==> config.mk <==
export PLATFORM = sky130hd
export DESIGN_NAME = icp_top
export DESIGN_NICKNAME = d
export VERILOG_FILES = /design/src/verilog/icp_pkg.sv /design/src/verilog/icp_top.sv /design/src/verilog/icp_chan.sv
export SDC_FILE = /design/constraint.sdc
export NUM_CORES = 1
export LEC_CHECK = 0
export CORE_ASPECT_RATIO = 0.8
export CORE_MARGIN = 10
export CORE_UTILIZATION = 65
export DETAILED_ROUTE_END_ITERATION = 6
export DONT_BUFFER_PORTS = 1
export HOLD_SLACK_MARGIN = 0.15
export PLACE_DENSITY = 0.81
export SETUP_SLACK_MARGIN = 0.1
export SLEW_MARGIN = 5
export SYNTH_ARGS = -nofsm -noshare
export SYNTH_HDL_FRONTEND = slang
export SYNTH_SLANG_ARGS = --single-unit
==> constraint.sdc <==
create_clock -name clk -period 6.5 [get_ports clk]
set_input_delay 0.975 -clock clk [delete_from_list [all_inputs] [get_ports clk]]
set_output_delay 0.975 -clock clk [all_outputs]
set_load 0.02 [all_outputs]
==> src/verilog/icp_pkg.sv <==
// Shared constants and types for the bus-pin configuration block.
// Assumes a byte-wide register port and two controller channels sharing one pin pair.
package icp_pkg;

  // ****************************************************************
  // Register map
  // ****************************************************************
  localparam int NUM_CH = 2;
  localparam logic [1:0][19:0] CTL2_ADDR = {20'hF_0239, 20'hF_0231};
  localparam logic [1:0][19:0] LOW_W_ADDR = {20'hF_023A, 20'hF_0232};
  localparam logic [1:0][19:0] HIGH_W_ADDR = {20'hF_023B, 20'hF_0233};
  localparam logic [19:0] PORT6_ADDR = 20'hF_FF26;
  localparam logic [7:0] CTL2_RESET = 8'h00;
  localparam logic [7:0] WIDTH_RESET = 8'hFF;
  localparam logic [1:0] PORT_DIR_RESET = 2'h3;
  localparam logic [5:0] PORT_UPPER_ONES = 6'h3F;

  // ****************************************************************
  // Timing and filtering
  // ****************************************************************
  localparam int HOLD_LSB = 2;
  localparam int FILT_TAPS = 3;
  localparam int CLK_MHZ = 250;
  localparam int OPCLK_MAX_MHZ = 20;
  localparam logic HALF_NEEDED = (CLK_MHZ > OPCLK_MAX_MHZ);

  // ****************************************************************
  // Types
  // ****************************************************************
  typedef struct packed {
    logic wake;
    logic rsv6;
    logic clk_lvl;
    logic data_lvl;
    logic speed;
    logic filt;
    logic rsv1;
    logic half;
  } icp_ctl2_t;

  typedef struct packed {
    logic enable;
    logic half;
    logic fast;
    logic filt;
    logic [7:0] low_width;
    logic [7:0] high_width;
  } icp_cfg_t;

  typedef struct packed {
    logic run;
    logic stop_mode;
    logic stop_event;
    logic stop_irq_en;
    logic addr_event;
    logic ext_event;
  } icp_eng_t;

  typedef struct packed {
    logic scl_level;
    logic sda_level;
    logic scl_low;
    logic hold_done;
    logic opclk_en;
  } icp_line_t;

  typedef enum logic [1:0] {
    ICP_IDLE = 2'b00,
    ICP_LOW = 2'b01,
    ICP_HIGH = 2'b10
  } icp_phase_t;

endpackage : icp_pkg

==> src/verilog/icp_top.sv <==
// Second control registers, clock width registers and pin direction for two channels.
// Assumes the protocol engine supplies events and drive requests, and owns the first control.
`timescale 1ns/1ps

// ****************************************************************
// Configuration and pin block
// ****************************************************************

// Operation
// Wakeup bit keeps address-match wakeup alive in stop mode; cleared halts it.
// Software waits three clocks after setting wakeup before entering stop.
// Software clears wakeup after a match before releasing wait or writing data.
// Match and extension interrupts keep the same timing whatever the wakeup bit.
// Wakeup bit set suppresses the stop-condition interrupt despite its enable.
// Software sets wakeup only while no communication flags are set.
// Clock-line level bit is read-only, zero when disabled or reset.
// Data-line level bit is read-only, zero when disabled or reset.
// Speed bit picks standard mode at 0, fast modes at 1.
// Filter bit switches input noise filter, fast modes only, clock unchanged.
// Prescaler bit picks full or half clock; half needed above 20 MHz.
// Second control resets to zero; writes except wakeup only while disabled.
// Low width sets clock low time, upper six bits hold time; disabled writes.
// High width sets clock high time, resets to all ones, disabled writes.
// Direction bits: 0 drives pin, 1 input; upper six read one.
// While disabled, both bus pins drive a fixed low.
// Software clears both direction bits and sets both output latches for the bus.
// Low and high periods count operation-clock ticks equal to the width values.
module icp_top (
  input wire logic clk, // Peripheral clock, 250 MHz.
  input wire logic rst_n, // Asynchronous reset, active low.
  input wire logic [19:0] reg_addr, // Register byte address.
  input wire logic reg_wr, // Write strobe.
  input wire logic [7:0] reg_wdata, // Write data.
  input wire logic reg_rd, // Read strobe.
  output logic [7:0] reg_rdata, // Read data, valid the cycle after the strobe.
  input wire logic [1:0] ctrl_enable, // Controller enable per channel.
  input icp_pkg::icp_eng_t [1:0] eng, // Engine events per channel.
  input wire logic [1:0] eng_sda_low, // Engine wants data line low.
  input wire logic [1:0] port_latch, // Port output latches of the two pins.
  input wire logic [1:0] pin_in, // Pin levels: 0 clock, 1 data.
  output logic [1:0] pin_out, // Pin output value, always low (open drain).
  output logic [1:0] pin_oe, // Pin drive enable, high pulls low.
  output logic [1:0] irq, // Channel interrupt pulse.
  output logic [1:0] wake_req, // Stop-mode wakeup request pulse.
  output logic [1:0] fast_mode, // Fast or fast-plus mode selected.
  output logic [1:0] opclk_en, // Operation clock enable per channel.
  output logic [1:0] opclk_over_limit, // Full clock selected though above the limit.
  output logic [1:0] bus_clk_level, // Filtered clock level.
  output logic [1:0] bus_data_level, // Filtered data level.
  output logic [1:0] hold_done // Data hold time elapsed pulse.
);

  // ****************************************************************
  // State
  // ****************************************************************
  typedef struct packed {
    icp_pkg::icp_ctl2_t [1:0] ctl2;
    logic [1:0][7:0] low_w;
    logic [1:0][7:0] high_w;
    logic [1:0] pdir;
    logic [7:0] rdata;
    logic [1:0] irq;
    logic [1:0] wake_req;
    logic [1:0] pin_oe;
  } icp_top_st_t;

  localparam icp_top_st_t ST_RESET = '{
    ctl2: {2{icp_pkg::CTL2_RESET}},
    low_w: {2{icp_pkg::WIDTH_RESET}},
    high_w: {2{icp_pkg::WIDTH_RESET}},
    pdir: icp_pkg::PORT_DIR_RESET,
    rdata: 8'h00,
    irq: 2'b00,
    wake_req: 2'b00,
    pin_oe: 2'b00
  };

  icp_top_st_t st;
  icp_top_st_t next_st;
  icp_pkg::icp_cfg_t [1:0] cfg;
  icp_pkg::icp_line_t [1:0] line;
  icp_pkg::icp_ctl2_t wr_ctl2;
  logic own;
  logic en_any;

  // Address compare shared by the write and read paths.
  function automatic logic icp_hit(input logic [19:0] addr, input logic [19:0] target);
    return addr == target;
  endfunction : icp_hit

  // ****************************************************************
  // Channels
  // ****************************************************************
  // Each channel sees the shared pins; only the owning channel drives them.
  for (genvar c = 0; c < icp_pkg::NUM_CH; c++) begin : g_ch
    assign cfg[c].enable = ctrl_enable[c];
    assign cfg[c].half = st.ctl2[c].half;
    assign cfg[c].fast = st.ctl2[c].speed;
    assign cfg[c].filt = st.ctl2[c].filt;
    assign cfg[c].low_width = st.low_w[c];
    assign cfg[c].high_width = st.high_w[c];
    icp_chan u_chan (
      .clk(clk),
      .rst_n(rst_n),
      .cfg(cfg[c]),
      .run(eng[c].run),
      .scl_in(pin_in[0]),
      .sda_in(pin_in[1]),
      .line(line[c])
    );
  end

  // Channel 1 owns the pins only when it alone is enabled, channel 0 otherwise.
  assign own = !ctrl_enable[0] && ctrl_enable[1];
  assign en_any = |ctrl_enable;
  assign wr_ctl2 = icp_pkg::icp_ctl2_t'(reg_wdata);

  // ****************************************************************
  // Register file, events and pin drive
  // ****************************************************************
  always_comb begin
    logic [7:0] rd;
    logic evt;
    icp_pkg::icp_ctl2_t view;
    rd = 8'h00;
    evt = 1'b0;
    view = '0;
    next_st = st;
    for (int c = 0; c < icp_pkg::NUM_CH; c++) begin
      // The wakeup bit may change at any time; the rest is locked while running.
      if (reg_wr && icp_hit(reg_addr, icp_pkg::CTL2_ADDR[c])) begin
        next_st.ctl2[c].wake = wr_ctl2.wake;
        if (!ctrl_enable[c]) begin
          next_st.ctl2[c].speed = wr_ctl2.speed;
          next_st.ctl2[c].filt = wr_ctl2.filt;
          next_st.ctl2[c].half = wr_ctl2.half;
        end
      end
      if (reg_wr && !ctrl_enable[c] && icp_hit(reg_addr, icp_pkg::LOW_W_ADDR[c])) begin
        next_st.low_w[c] = reg_wdata;
      end
      if (reg_wr && !ctrl_enable[c] && icp_hit(reg_addr, icp_pkg::HIGH_W_ADDR[c])) begin
        next_st.high_w[c] = reg_wdata;
      end
      // Level bits are not stored; reads show the sampled lines.
      view = st.ctl2[c];
      view.clk_lvl = line[c].scl_level;
      view.data_lvl = line[c].sda_level;
      if (icp_hit(reg_addr, icp_pkg::CTL2_ADDR[c])) begin
        rd = view;
      end
      if (icp_hit(reg_addr, icp_pkg::LOW_W_ADDR[c])) begin
        rd = st.low_w[c];
      end
      if (icp_hit(reg_addr, icp_pkg::HIGH_W_ADDR[c])) begin
        rd = st.high_w[c];
      end
      // Match interrupts do not look at wakeup, so their timing never moves.
      evt = eng[c].addr_event || eng[c].ext_event;
      next_st.irq[c] = ctrl_enable[c] && (evt
        || (eng[c].stop_event && eng[c].stop_irq_en && !st.ctl2[c].wake));
      next_st.wake_req[c] = ctrl_enable[c] && st.ctl2[c].wake && eng[c].stop_mode && evt;
    end
    if (reg_wr && icp_hit(reg_addr, icp_pkg::PORT6_ADDR)) begin
      next_st.pdir = reg_wdata[1:0];
    end
    if (icp_hit(reg_addr, icp_pkg::PORT6_ADDR)) begin
      rd = {icp_pkg::PORT_UPPER_ONES, st.pdir};
    end
    if (reg_rd) begin
      next_st.rdata = rd;
    end
    // Output buffer on only with direction 0; with no controller enabled, both pins are pulled low.
    next_st.pin_oe[0] = !st.pdir[0]
      && (!en_any || !port_latch[0] || line[own].scl_low);
    next_st.pin_oe[1] = !st.pdir[1]
      && (!en_any || !port_latch[1] || eng_sda_low[own]);
  end

  // State register.
  always_ff @(posedge clk or negedge rst_n) begin
    if (!rst_n) begin
      st <= ST_RESET;
    end else begin
      st <= next_st;
    end
  end

  // ****************************************************************
  // Outputs
  // ****************************************************************
  // Open drain: the driven value is always low, the enable does the work.
  assign pin_out = 2'b00;
  assign pin_oe = st.pin_oe;
  assign reg_rdata = st.rdata;
  assign irq = st.irq;
  assign wake_req = st.wake_req;
  always_comb begin
    for (int c = 0; c < icp_pkg::NUM_CH; c++) begin
      fast_mode[c] = st.ctl2[c].speed;
      opclk_en[c] = line[c].opclk_en;
      // Flags a prescaler left at full rate on this clock; software must fix it.
      opclk_over_limit[c] = icp_pkg::HALF_NEEDED && !st.ctl2[c].half;
      bus_clk_level[c] = line[c].scl_level;
      bus_data_level[c] = line[c].sda_level;
      hold_done[c] = line[c].hold_done;
    end
  end

  // ****************************************************************
  // Checks
  // ****************************************************************
  property p_ctl2_locked;
    @(posedge clk) disable iff (!rst_n)
      reg_wr && icp_hit(reg_addr, icp_pkg::CTL2_ADDR[0]) && ctrl_enable[0]
      |=> $stable(st.ctl2[0].speed) && $stable(st.ctl2[0].half) && $stable(st.ctl2[0].filt);
  endproperty
  a_ctl2_locked: assert property (p_ctl2_locked) else $error("control written while on");
  property p_wake_write;
    @(posedge clk) disable iff (!rst_n)
      reg_wr && icp_hit(reg_addr, icp_pkg::CTL2_ADDR[0])
      |=> st.ctl2[0].wake == $past(reg_wdata[7]);
  endproperty
  a_wake_write: assert property (p_wake_write) else $error("wakeup bit not written");
  property p_low_locked;
    @(posedge clk) disable iff (!rst_n)
      ctrl_enable[1] && icp_hit(reg_addr, icp_pkg::LOW_W_ADDR[1]) |=> $stable(st.low_w[1]);
  endproperty
  a_low_locked: assert property (p_low_locked) else $error("low width changed while on");
  property p_high_write;
    @(posedge clk) disable iff (!rst_n)
      reg_wr && !ctrl_enable[0] && icp_hit(reg_addr, icp_pkg::HIGH_W_ADDR[0])
      |=> st.high_w[0] == $past(reg_wdata);
  endproperty
  a_high_write: assert property (p_high_write) else $error("high width not written");
  property p_stop_masked;
    @(posedge clk) disable iff (!rst_n)
      st.ctl2[0].wake && !eng[0].addr_event && !eng[0].ext_event |=> !irq[0];
  endproperty
  a_stop_masked: assert property (p_stop_masked) else $error("stop irq with wakeup");
  property p_match_irq;
    @(posedge clk) disable iff (!rst_n) ctrl_enable[1] && eng[1].addr_event |=> irq[1];
  endproperty
  a_match_irq: assert property (p_match_irq) else $error("match irq missing");
  property p_port_read;
    @(posedge clk) disable iff (!rst_n)
      reg_rd && icp_hit(reg_addr, icp_pkg::PORT6_ADDR)
      |=> reg_rdata == {icp_pkg::PORT_UPPER_ONES, $past(st.pdir)};
  endproperty
  a_port_read: assert property (p_port_read) else $error("port read wrong");
  property p_off_low;
    @(posedge clk) disable iff (!rst_n) !en_any && !st.pdir[1] |=> pin_oe[1];
  endproperty
  a_off_low: assert property (p_off_low) else $error("pin not low when off");
  property p_input_mode;
    @(posedge clk) disable iff (!rst_n) st.pdir[0] && $stable(st.pdir) |-> !pin_oe[0];
  endproperty
  a_input_mode: assert property (p_input_mode) else $error("pin driven in input mode");
  property p_wake_req;
    @(posedge clk) disable iff (!rst_n)
      wake_req[0] |-> $past(st.ctl2[0].wake) && $past(eng[0].stop_mode);
  endproperty
  a_wake_req: assert property (p_wake_req) else $error("wakeup without bit");
  c_wake: cover property (@(posedge clk) disable iff (!rst_n) wake_req[0]);
  c_stop_masked: cover property (@(posedge clk) disable iff (!rst_n)
    st.ctl2[0].wake && eng[0].stop_event && eng[0].stop_irq_en);
  c_bus_mode: cover property (@(posedge clk) disable iff (!rst_n)
    ctrl_enable[0] && st.pdir == 2'b00);

endmodule : icp_top

==> src/verilog/icp_chan.sv <==
// One channel's operation-clock divider, input filter and clock width timer.
// Assumes pin levels arrive synchronous to clk and configuration is steady while enabled.
`timescale 1ns/1ps
module icp_chan #(
  parameter int FILT_TAPS = icp_pkg::FILT_TAPS
) (
  input wire logic clk, // Peripheral clock.
  input wire logic rst_n, // Asynchronous reset, active low.
  input icp_pkg::icp_cfg_t cfg, // Channel configuration.
  input wire logic run, // Engine asks for clock generation.
  input wire logic scl_in, // Clock pin level.
  input wire logic sda_in, // Data pin level.
  output icp_pkg::icp_line_t line // Levels, timing and tick.
);

  // ****************************************************************
  // State
  // ****************************************************************
  typedef struct packed {
    logic div;
    icp_pkg::icp_phase_t phase;
    logic [7:0] cnt;
    logic [5:0] hold;
    logic hold_done;
    logic [FILT_TAPS-1:0] scl_hist;
    logic [FILT_TAPS-1:0] sda_hist;
    logic scl_level;
    logic sda_level;
  } icp_chan_st_t;

  icp_chan_st_t st;
  icp_chan_st_t next_st;
  logic tick;
  logic filt_on;
  logic go_low;

  // Filtered level: follows the pin only once all taps agree.
  function automatic logic icp_filt(input logic [FILT_TAPS-1:0] hist, input logic prev,
                                    input logic on, input logic raw);
    if (!on) begin
      return raw;
    end
    if (&hist) begin
      return 1'b1;
    end
    if (~|hist) begin
      return 1'b0;
    end
    return prev;
  endfunction : icp_filt

  // True when cnt marks the last tick of a period of width ticks; zero acts as one.
  function automatic logic icp_done(input logic [7:0] cnt, input logic [7:0] width);
    return ({1'b0, cnt} + 9'h001) >= {1'b0, width};
  endfunction : icp_done

  // Operation clock is every cycle or every other cycle.
  assign tick = !cfg.half || st.div;
  // The filter only acts in the fast modes, and never touches the width counts.
  assign filt_on = cfg.filt && cfg.fast;

  // Next-state logic.
  always_comb begin
    next_st = st;
    go_low = 1'b0;
    next_st.hold_done = 1'b0;
    next_st.div = cfg.half ? ~st.div : 1'b0;
    next_st.scl_hist = {st.scl_hist[FILT_TAPS-2:0], scl_in};
    next_st.sda_hist = {st.sda_hist[FILT_TAPS-2:0], sda_in};
    next_st.scl_level = icp_filt(next_st.scl_hist, st.scl_level, filt_on, scl_in);
    next_st.sda_level = icp_filt(next_st.sda_hist, st.sda_level, filt_on, sda_in);
    unique case (st.phase)
      icp_pkg::ICP_IDLE: begin
        go_low = run;
      end
      icp_pkg::ICP_LOW: begin
        if (tick) begin
          if (st.hold != 6'h00) begin
            next_st.hold = st.hold - 6'h01;
          end
          next_st.hold_done = (st.hold == 6'h01);
          if (icp_done(st.cnt, cfg.low_width)) begin
            next_st.phase = icp_pkg::ICP_HIGH;
            next_st.cnt = 8'h00;
          end else begin
            next_st.cnt = st.cnt + 8'h01;
          end
        end
      end
      icp_pkg::ICP_HIGH: begin
        // High time starts once the line is really high, so a stretching peer is honoured.
        if (tick && st.scl_level) begin
          if (icp_done(st.cnt, cfg.high_width)) begin
            next_st.phase = icp_pkg::ICP_IDLE;
            go_low = run;
          end else begin
            next_st.cnt = st.cnt + 8'h01;
          end
        end
      end
      default: begin
        next_st.phase = icp_pkg::ICP_IDLE;
      end
    endcase
    if (go_low) begin
      next_st.phase = icp_pkg::ICP_LOW;
      next_st.cnt = 8'h00;
      next_st.hold = cfg.low_width[7:icp_pkg::HOLD_LSB];
      next_st.hold_done = (cfg.low_width[7:icp_pkg::HOLD_LSB] == 6'h00);
    end
    // Disabled: levels read 0 and the timer rests.
    if (!cfg.enable) begin
      next_st = '0;
    end
  end

  // State register.
  always_ff @(posedge clk or negedge rst_n) begin
    if (!rst_n) begin
      st <= '0;
    end else begin
      st <= next_st;
    end
  end

  assign line.scl_level = st.scl_level;
  assign line.sda_level = st.sda_level;
  assign line.scl_low = (st.phase == icp_pkg::ICP_LOW);
  assign line.hold_done = st.hold_done;
  assign line.opclk_en = cfg.enable && tick;

  // ****************************************************************
  // Checks
  // ****************************************************************
  property p_levels_off;
    @(posedge clk) disable iff (!rst_n) !cfg.enable |=> !st.scl_level && !st.sda_level;
  endproperty
  a_levels_off: assert property (p_levels_off) else $error("levels not zero when off");
  property p_half_rate;
    @(posedge clk) disable iff (!rst_n) cfg.half && $stable(cfg.half) && tick |=> !tick;
  endproperty
  a_half_rate: assert property (p_half_rate) else $error("half rate tick twice");
  property p_unfiltered;
    @(posedge clk) disable iff (!rst_n)
      cfg.enable && !filt_on ##1 cfg.enable |-> st.scl_level == $past(scl_in);
  endproperty
  a_unfiltered: assert property (p_unfiltered) else $error("unfiltered level lags");
  property p_low_holds;
    @(posedge clk) disable iff (!rst_n)
      cfg.enable && st.phase == icp_pkg::ICP_LOW && !icp_done(st.cnt, cfg.low_width)
      |=> st.phase == icp_pkg::ICP_LOW || !cfg.enable;
  endproperty
  a_low_holds: assert property (p_low_holds) else $error("low period cut short");
  c_high_phase: cover property (@(posedge clk) st.phase == icp_pkg::ICP_HIGH);

endmodule : icp_chan

Word-level counts from Yosys, hierarchy flattened --
Cells that the tools add are included. Widths: inputs -> output; s select.
Cells by class: bitwise operators 4, equality and inequality tests 37, magnitude comparators 5, add/subtract/negate cells 6, muxes and demuxes 87, reductions and logical operators 74
Operators with widths (number):
- $eq 20x20->1 const B | 7
- $mux 8 | 11
- $mux 17 | 4
- $mux 1 | 52
- $mux 26 | 2
- $ge 9x8->1 | 4
- $ne 4x4->1 const B | 8
- $pmux 8 s2 | 2
- $logic_and 1x1->1 | 30
- $mux 10 | 2
- $add 8x1->9 const B | 2
- $ne 3x1->1 const B | 6
- $reduce_and 3->1 | 6
- $add 8x1->8 const B | 2
- $ne 4x2->1 const B | 4
- $mux 7 | 2
- $eq 6x1->1 const B | 2
- $logic_not 6->1 | 2
- $mux 6 | 2
- $pmux 2 s3 | 2
- $reduce_bool 6->1 | 2
- $reduce_or 3->1 | 4
- $sub 6x1->6 const B | 2
- $logic_not 1->1 | 11
- 16 further kinds | 42
Word-level totals: output and inout bits 28, word-level logic and storage cells 248, register bits 104, input bits 52

Depth between registers and ports, before layout --
depth after elaboration 9, gate-level depth with buffers 13, gate-level depth less buffers 12

Hierarchy --
Synthesis repeated with hierarchy kept, for this count alone.
Second synthesis, totals: cell total of the unflattened synthesis 691, area total of the unflattened synthesis 6772.7 sq um
By module, submodules not included:
- icp_top | area each 2960.3 sq um, instances 1, cells each 247
- icp_chan (g_ch[1].u_chan) | area each 1944.4 sq um, instances 1, cells each 222
- icp_chan (g_ch[0].u_chan) | area each 1868.0 sq um, instances 1, cells each 222

Worst setup path before layout --
No wires, ideal clock.
path kind reg2reg, start point register g_ch[0].u_chan.st[15] (netlist bit), end point register g_ch[0].u_chan.st[19] (netlist bit), arrival 2.857 ns, setup time 0.078 ns, clock period less this slack 2.935 ns, path slack 3.565 ns, cell stages (with the launch flop) 14, cell sequence dfrtp_1 > ha_1 > and3_1 > clkbuf_1 > nand3_1 > xnor2_1 > ha_1 > a21oi_1 > o21ai_0 > a2111oi_0 > nor2_2 > nor2_2 > nand3b_1 > a21oi_1
On the way: word-level cells in the longest chain between the ends 7, elaborated cells between the ends (all ways) 19, those cells by class 2 x add/sub; 2 x order compare; 4 x eq/ne; 10 x mux; 1 x reduce/logical
RTL lines:
- start: declaration | RTL line icp_chan.sv:31 | icp_chan_st_t st;
- start signal: assignment | RTL line icp_chan.sv:122 | st <= next_st;
- $add 8x1->9 | RTL line icp_chan.sv:54 | return ({1'b0, cnt} + 9'h001) >= {1'b0, width};
- $ge 9x8->1 | RTL line icp_chan.sv:54
- $mux 1 / $mux 8 (equally long branches) | RTL line icp_chan.sv:93, icp_chan.sv:82
- $mux 1 / $mux 17 (equally long branches) | RTL line icp_chan.sv:92, icp_chan.sv:77
- $pmux 1 s2 / $pmux 8 s2 (equally long branches) | RTL line icp_chan.sv:72 | unique case (st.phase)
- $ne 4x4->1 (no line) (tied with other cells)
- $reduce_and 4->1 (no line) / $mux 26 (equally long branches)
Parallel ways exist; a longest one is shown, timed or not. The select of a mux whose other input is x is not followed. A chain may end at the register's enable or synchronous reset.

Final worst setup path --
start point register g_ch[0].u_chan.st[15] (netlist bit), end point register g_ch[0].u_chan.st[17] (netlist bit)
Same word-level chain as after synthesis.

==> results.ini <==
[grt]
grt.total_usage_pct = 22.6
grt_pass1_vias = 5015
antenna_found_initial = 0
grt_max_degree = 105
grt-ovfl-total = 0
grt_first_pass_wirelength_um = 26300

[cts]
cts_root_buf = clkbuf_16
cts_htree_levels = 3
cts_num_sinks = 104
clk_latency_ps = 360
cts_tree = yes
postCtsSetupRepairBufs = 0
ctsResizeCount = 0
ctsHoldBuffers = 0
cts_buffer_depth = 2
clkTransAtPathRegs_ps = 70
cts_made_buffers = 9

[drt]
drt_first_pass_iters = 5
vias_per_cell = 6.55
ant_nets = 0
drc = 0
drt_iter0_markers = 508
wire_per_inst_um = 20.6
wl_um = 16300
via_count = 5171

[final_layout]
final_cells = 790
antenna_cells = 0
drive_gt1_share_pct = 14.4
stdcell_area_um2 = 6710
layout.nets = 739
syn2layout_area_growth_pct = 4.01

[worst_hold_path]
min_path_type = in2async

[sta]
period_minus_slack_ps = 3400
rsz0062_at_grt = no
finalSetupViolCount = 0
setup_tns_ps = 0
timing.fmax_mhz = 294
min_period_over_period_pct = 52.3
fin_skew_ps = 4.96
drv_slew = 0
finalHoldViolCount = 0
relSlewSlack_pct = 51.1
setup_slack_ps = 3100
worst_slew_pin_slew_ps = 730

[floorplanning]
row_count = 32
io_pins = 80
core_area_um2 = 9650
die_height_um = 109
start_util_pct = 66.9
die_area_um2 = 14300
die_x_um = 131

[run]
drv_cap = 0

[placement]
dpl_cell_area_um2 = 6370
pre_cts_slack_ps = 3190
place_congestion = 0.966
hpwl_um = 12200
portBuffers = 0
placed_cells = 774

[setup_path]
arrival_ps = 3680
critPathKind = reg2reg
reg2reg_slack_ps = 3100
cp_slowest_cell = dfrtp_1
crit_path_start_kind = flip-flop
cp_slowest_stage_delay_ps = 460
cp-end-kind = flip-flop
cp_data_required_time_ps = 6780
crit_chain = ha_1, and3_1, nand3_1, xnor2_1, ha_1, a21oi_1, o21ai_0, a2111oi_0, nor2_2, nor2_2, nand3b_1, a21oi_1
path_max_fanout = 10

[power_and_ir_drop]
max-vdd-ir-drop_mv = 0.167
p_leak_nw = 2.96
powerDensity_nw_per_um2 = 205
power_mw = 1.37

[logic_synthesis]
syn_avg_cell_area_um2 = 9.53
async_flop_share_pct = 100
synth_edf_count = 0
post_synth_num_cell_types = 73
synth_commonest_cells = 70 x dfrtp_1, 69 x nor2_1, 57 x nand2_1, 41 x inv_1
syn_inst = 677
yosysTopAreaCellShare_pct = 27.1
syn_area_um2 = 6450
synth_ff_type = dfrtp_1
ys_ff_latch = 104
yosysMostFrequentCell = dfrtp_1
yosysTopAreaCell = dfrtp_1
yosys_warnings = 0
yosys-top-cells-area = dfrtp_1 27%, dfstp_2 14%, ha_1 7.4%
synth-seq-area-share_pct = 41.0

[status]
status = finished, final reports clean

## sequential cells by signal, indices dropped and copies added, names as in the netlist
register          cells
reg_rdata             8
g_ch.u_chan.st       42
pin_oe                2
cfg                  36
g_ch.u_chan.line      6
st                    4
fast_mode             2
wake_req              2
irq                   2
## worst paths after layout
kind	depth (start not counted)	endpoint	start
setup / recovery	12	g_ch[0].u_chan.st[17]$_DFFE_PN0P_	g_ch[0].u_chan.st[15]$_DFFE_PN0P_
hold / removal	0	g_ch[0].u_chan.line[1]$_DFF_PN0_	rst_n
setup reg to reg	12	g_ch[0].u_chan.st[17]$_DFFE_PN0P_	g_ch[0].u_chan.st[15]$_DFFE_PN0P_
hold reg to reg	1	g_ch[0].u_chan.st[3]$_DFF_PN0_	g_ch[0].u_chan.st[2]$_DFF_PN0_
max in group asynchronous	0	cfg[20]$_DFFE_PN1P_	rst_n
min in group clk	1	g_ch[0].u_chan.st[3]$_DFF_PN0_	g_ch[0].u_chan.st[2]$_DFF_PN0_
## layout by cell type, fill, tap and decap left out, drive strengths merged, types with 15 or more instances in the layout
cell type,netlist,final
and2,15,15
nand3,22,22
nand2,57,57
inv,43,47
dfrtp,70,70
dfstp,34,34
a21oi,38,38
mux2,42,42
ha,38,38
o21ai,31,31
nor2,71,71
## per-layer routing
metal	track usage, %	vias up	wire (um)
li1	-	2341	-
met1	29.1	2532	6860
met2	35.4	271	7330
met3	8.36	27	1820
met4	6.18	0	294
met5	0	-	0
## kinds of logic after synthesis
group,synth area share (%)
other,0.0581
and+or+nand+nor,19.0
xor gates and xnor gates,1.90
buffers and inverters,6.40
muxes,9.19
DFF,41.0
AOI/OAI and AO/OA,15.1
adders and majority gates,7.37
## through the flow
stage	util (%)	hold WS, ps
floorplan	-	458
global placement	66.1	477
detailed placement	66.1	494
CTS	69.6	303
global route	69.6	290
finish	69.6	308
## report_power, final
group          total, mW  switching (mW)  internal (mW)
clock              0.609           0.262          0.346
sequential         0.686          0.0237          0.662
combinational     0.0798          0.0483         0.0315
## worst max-delay path: cells and delay by family, from the launching register on
| family | cells | cell delay (ps) |
|---|---|---|
| AO/OA/AOI/OAI | 4 | 910 |
| XOR/XNOR | 1 | 270 |
| adder cells (fa/ha/maj) | 2 | 580 |
| flip-flops | 1 | 460 |
| AND/OR/NAND/NOR | 5 | 1090 |
## final cells by class
cell class / instances / area, um^2
flip-flops and latches: 104 / 2650
inverters: 43 / 161
multi-input cells: 491 / 3400
clock inverters: 7 / 111
well taps: 136 / 170
fillers: 728 / 2940
clock buffers: 9 / 225
(Power assumes the default switching activity.)
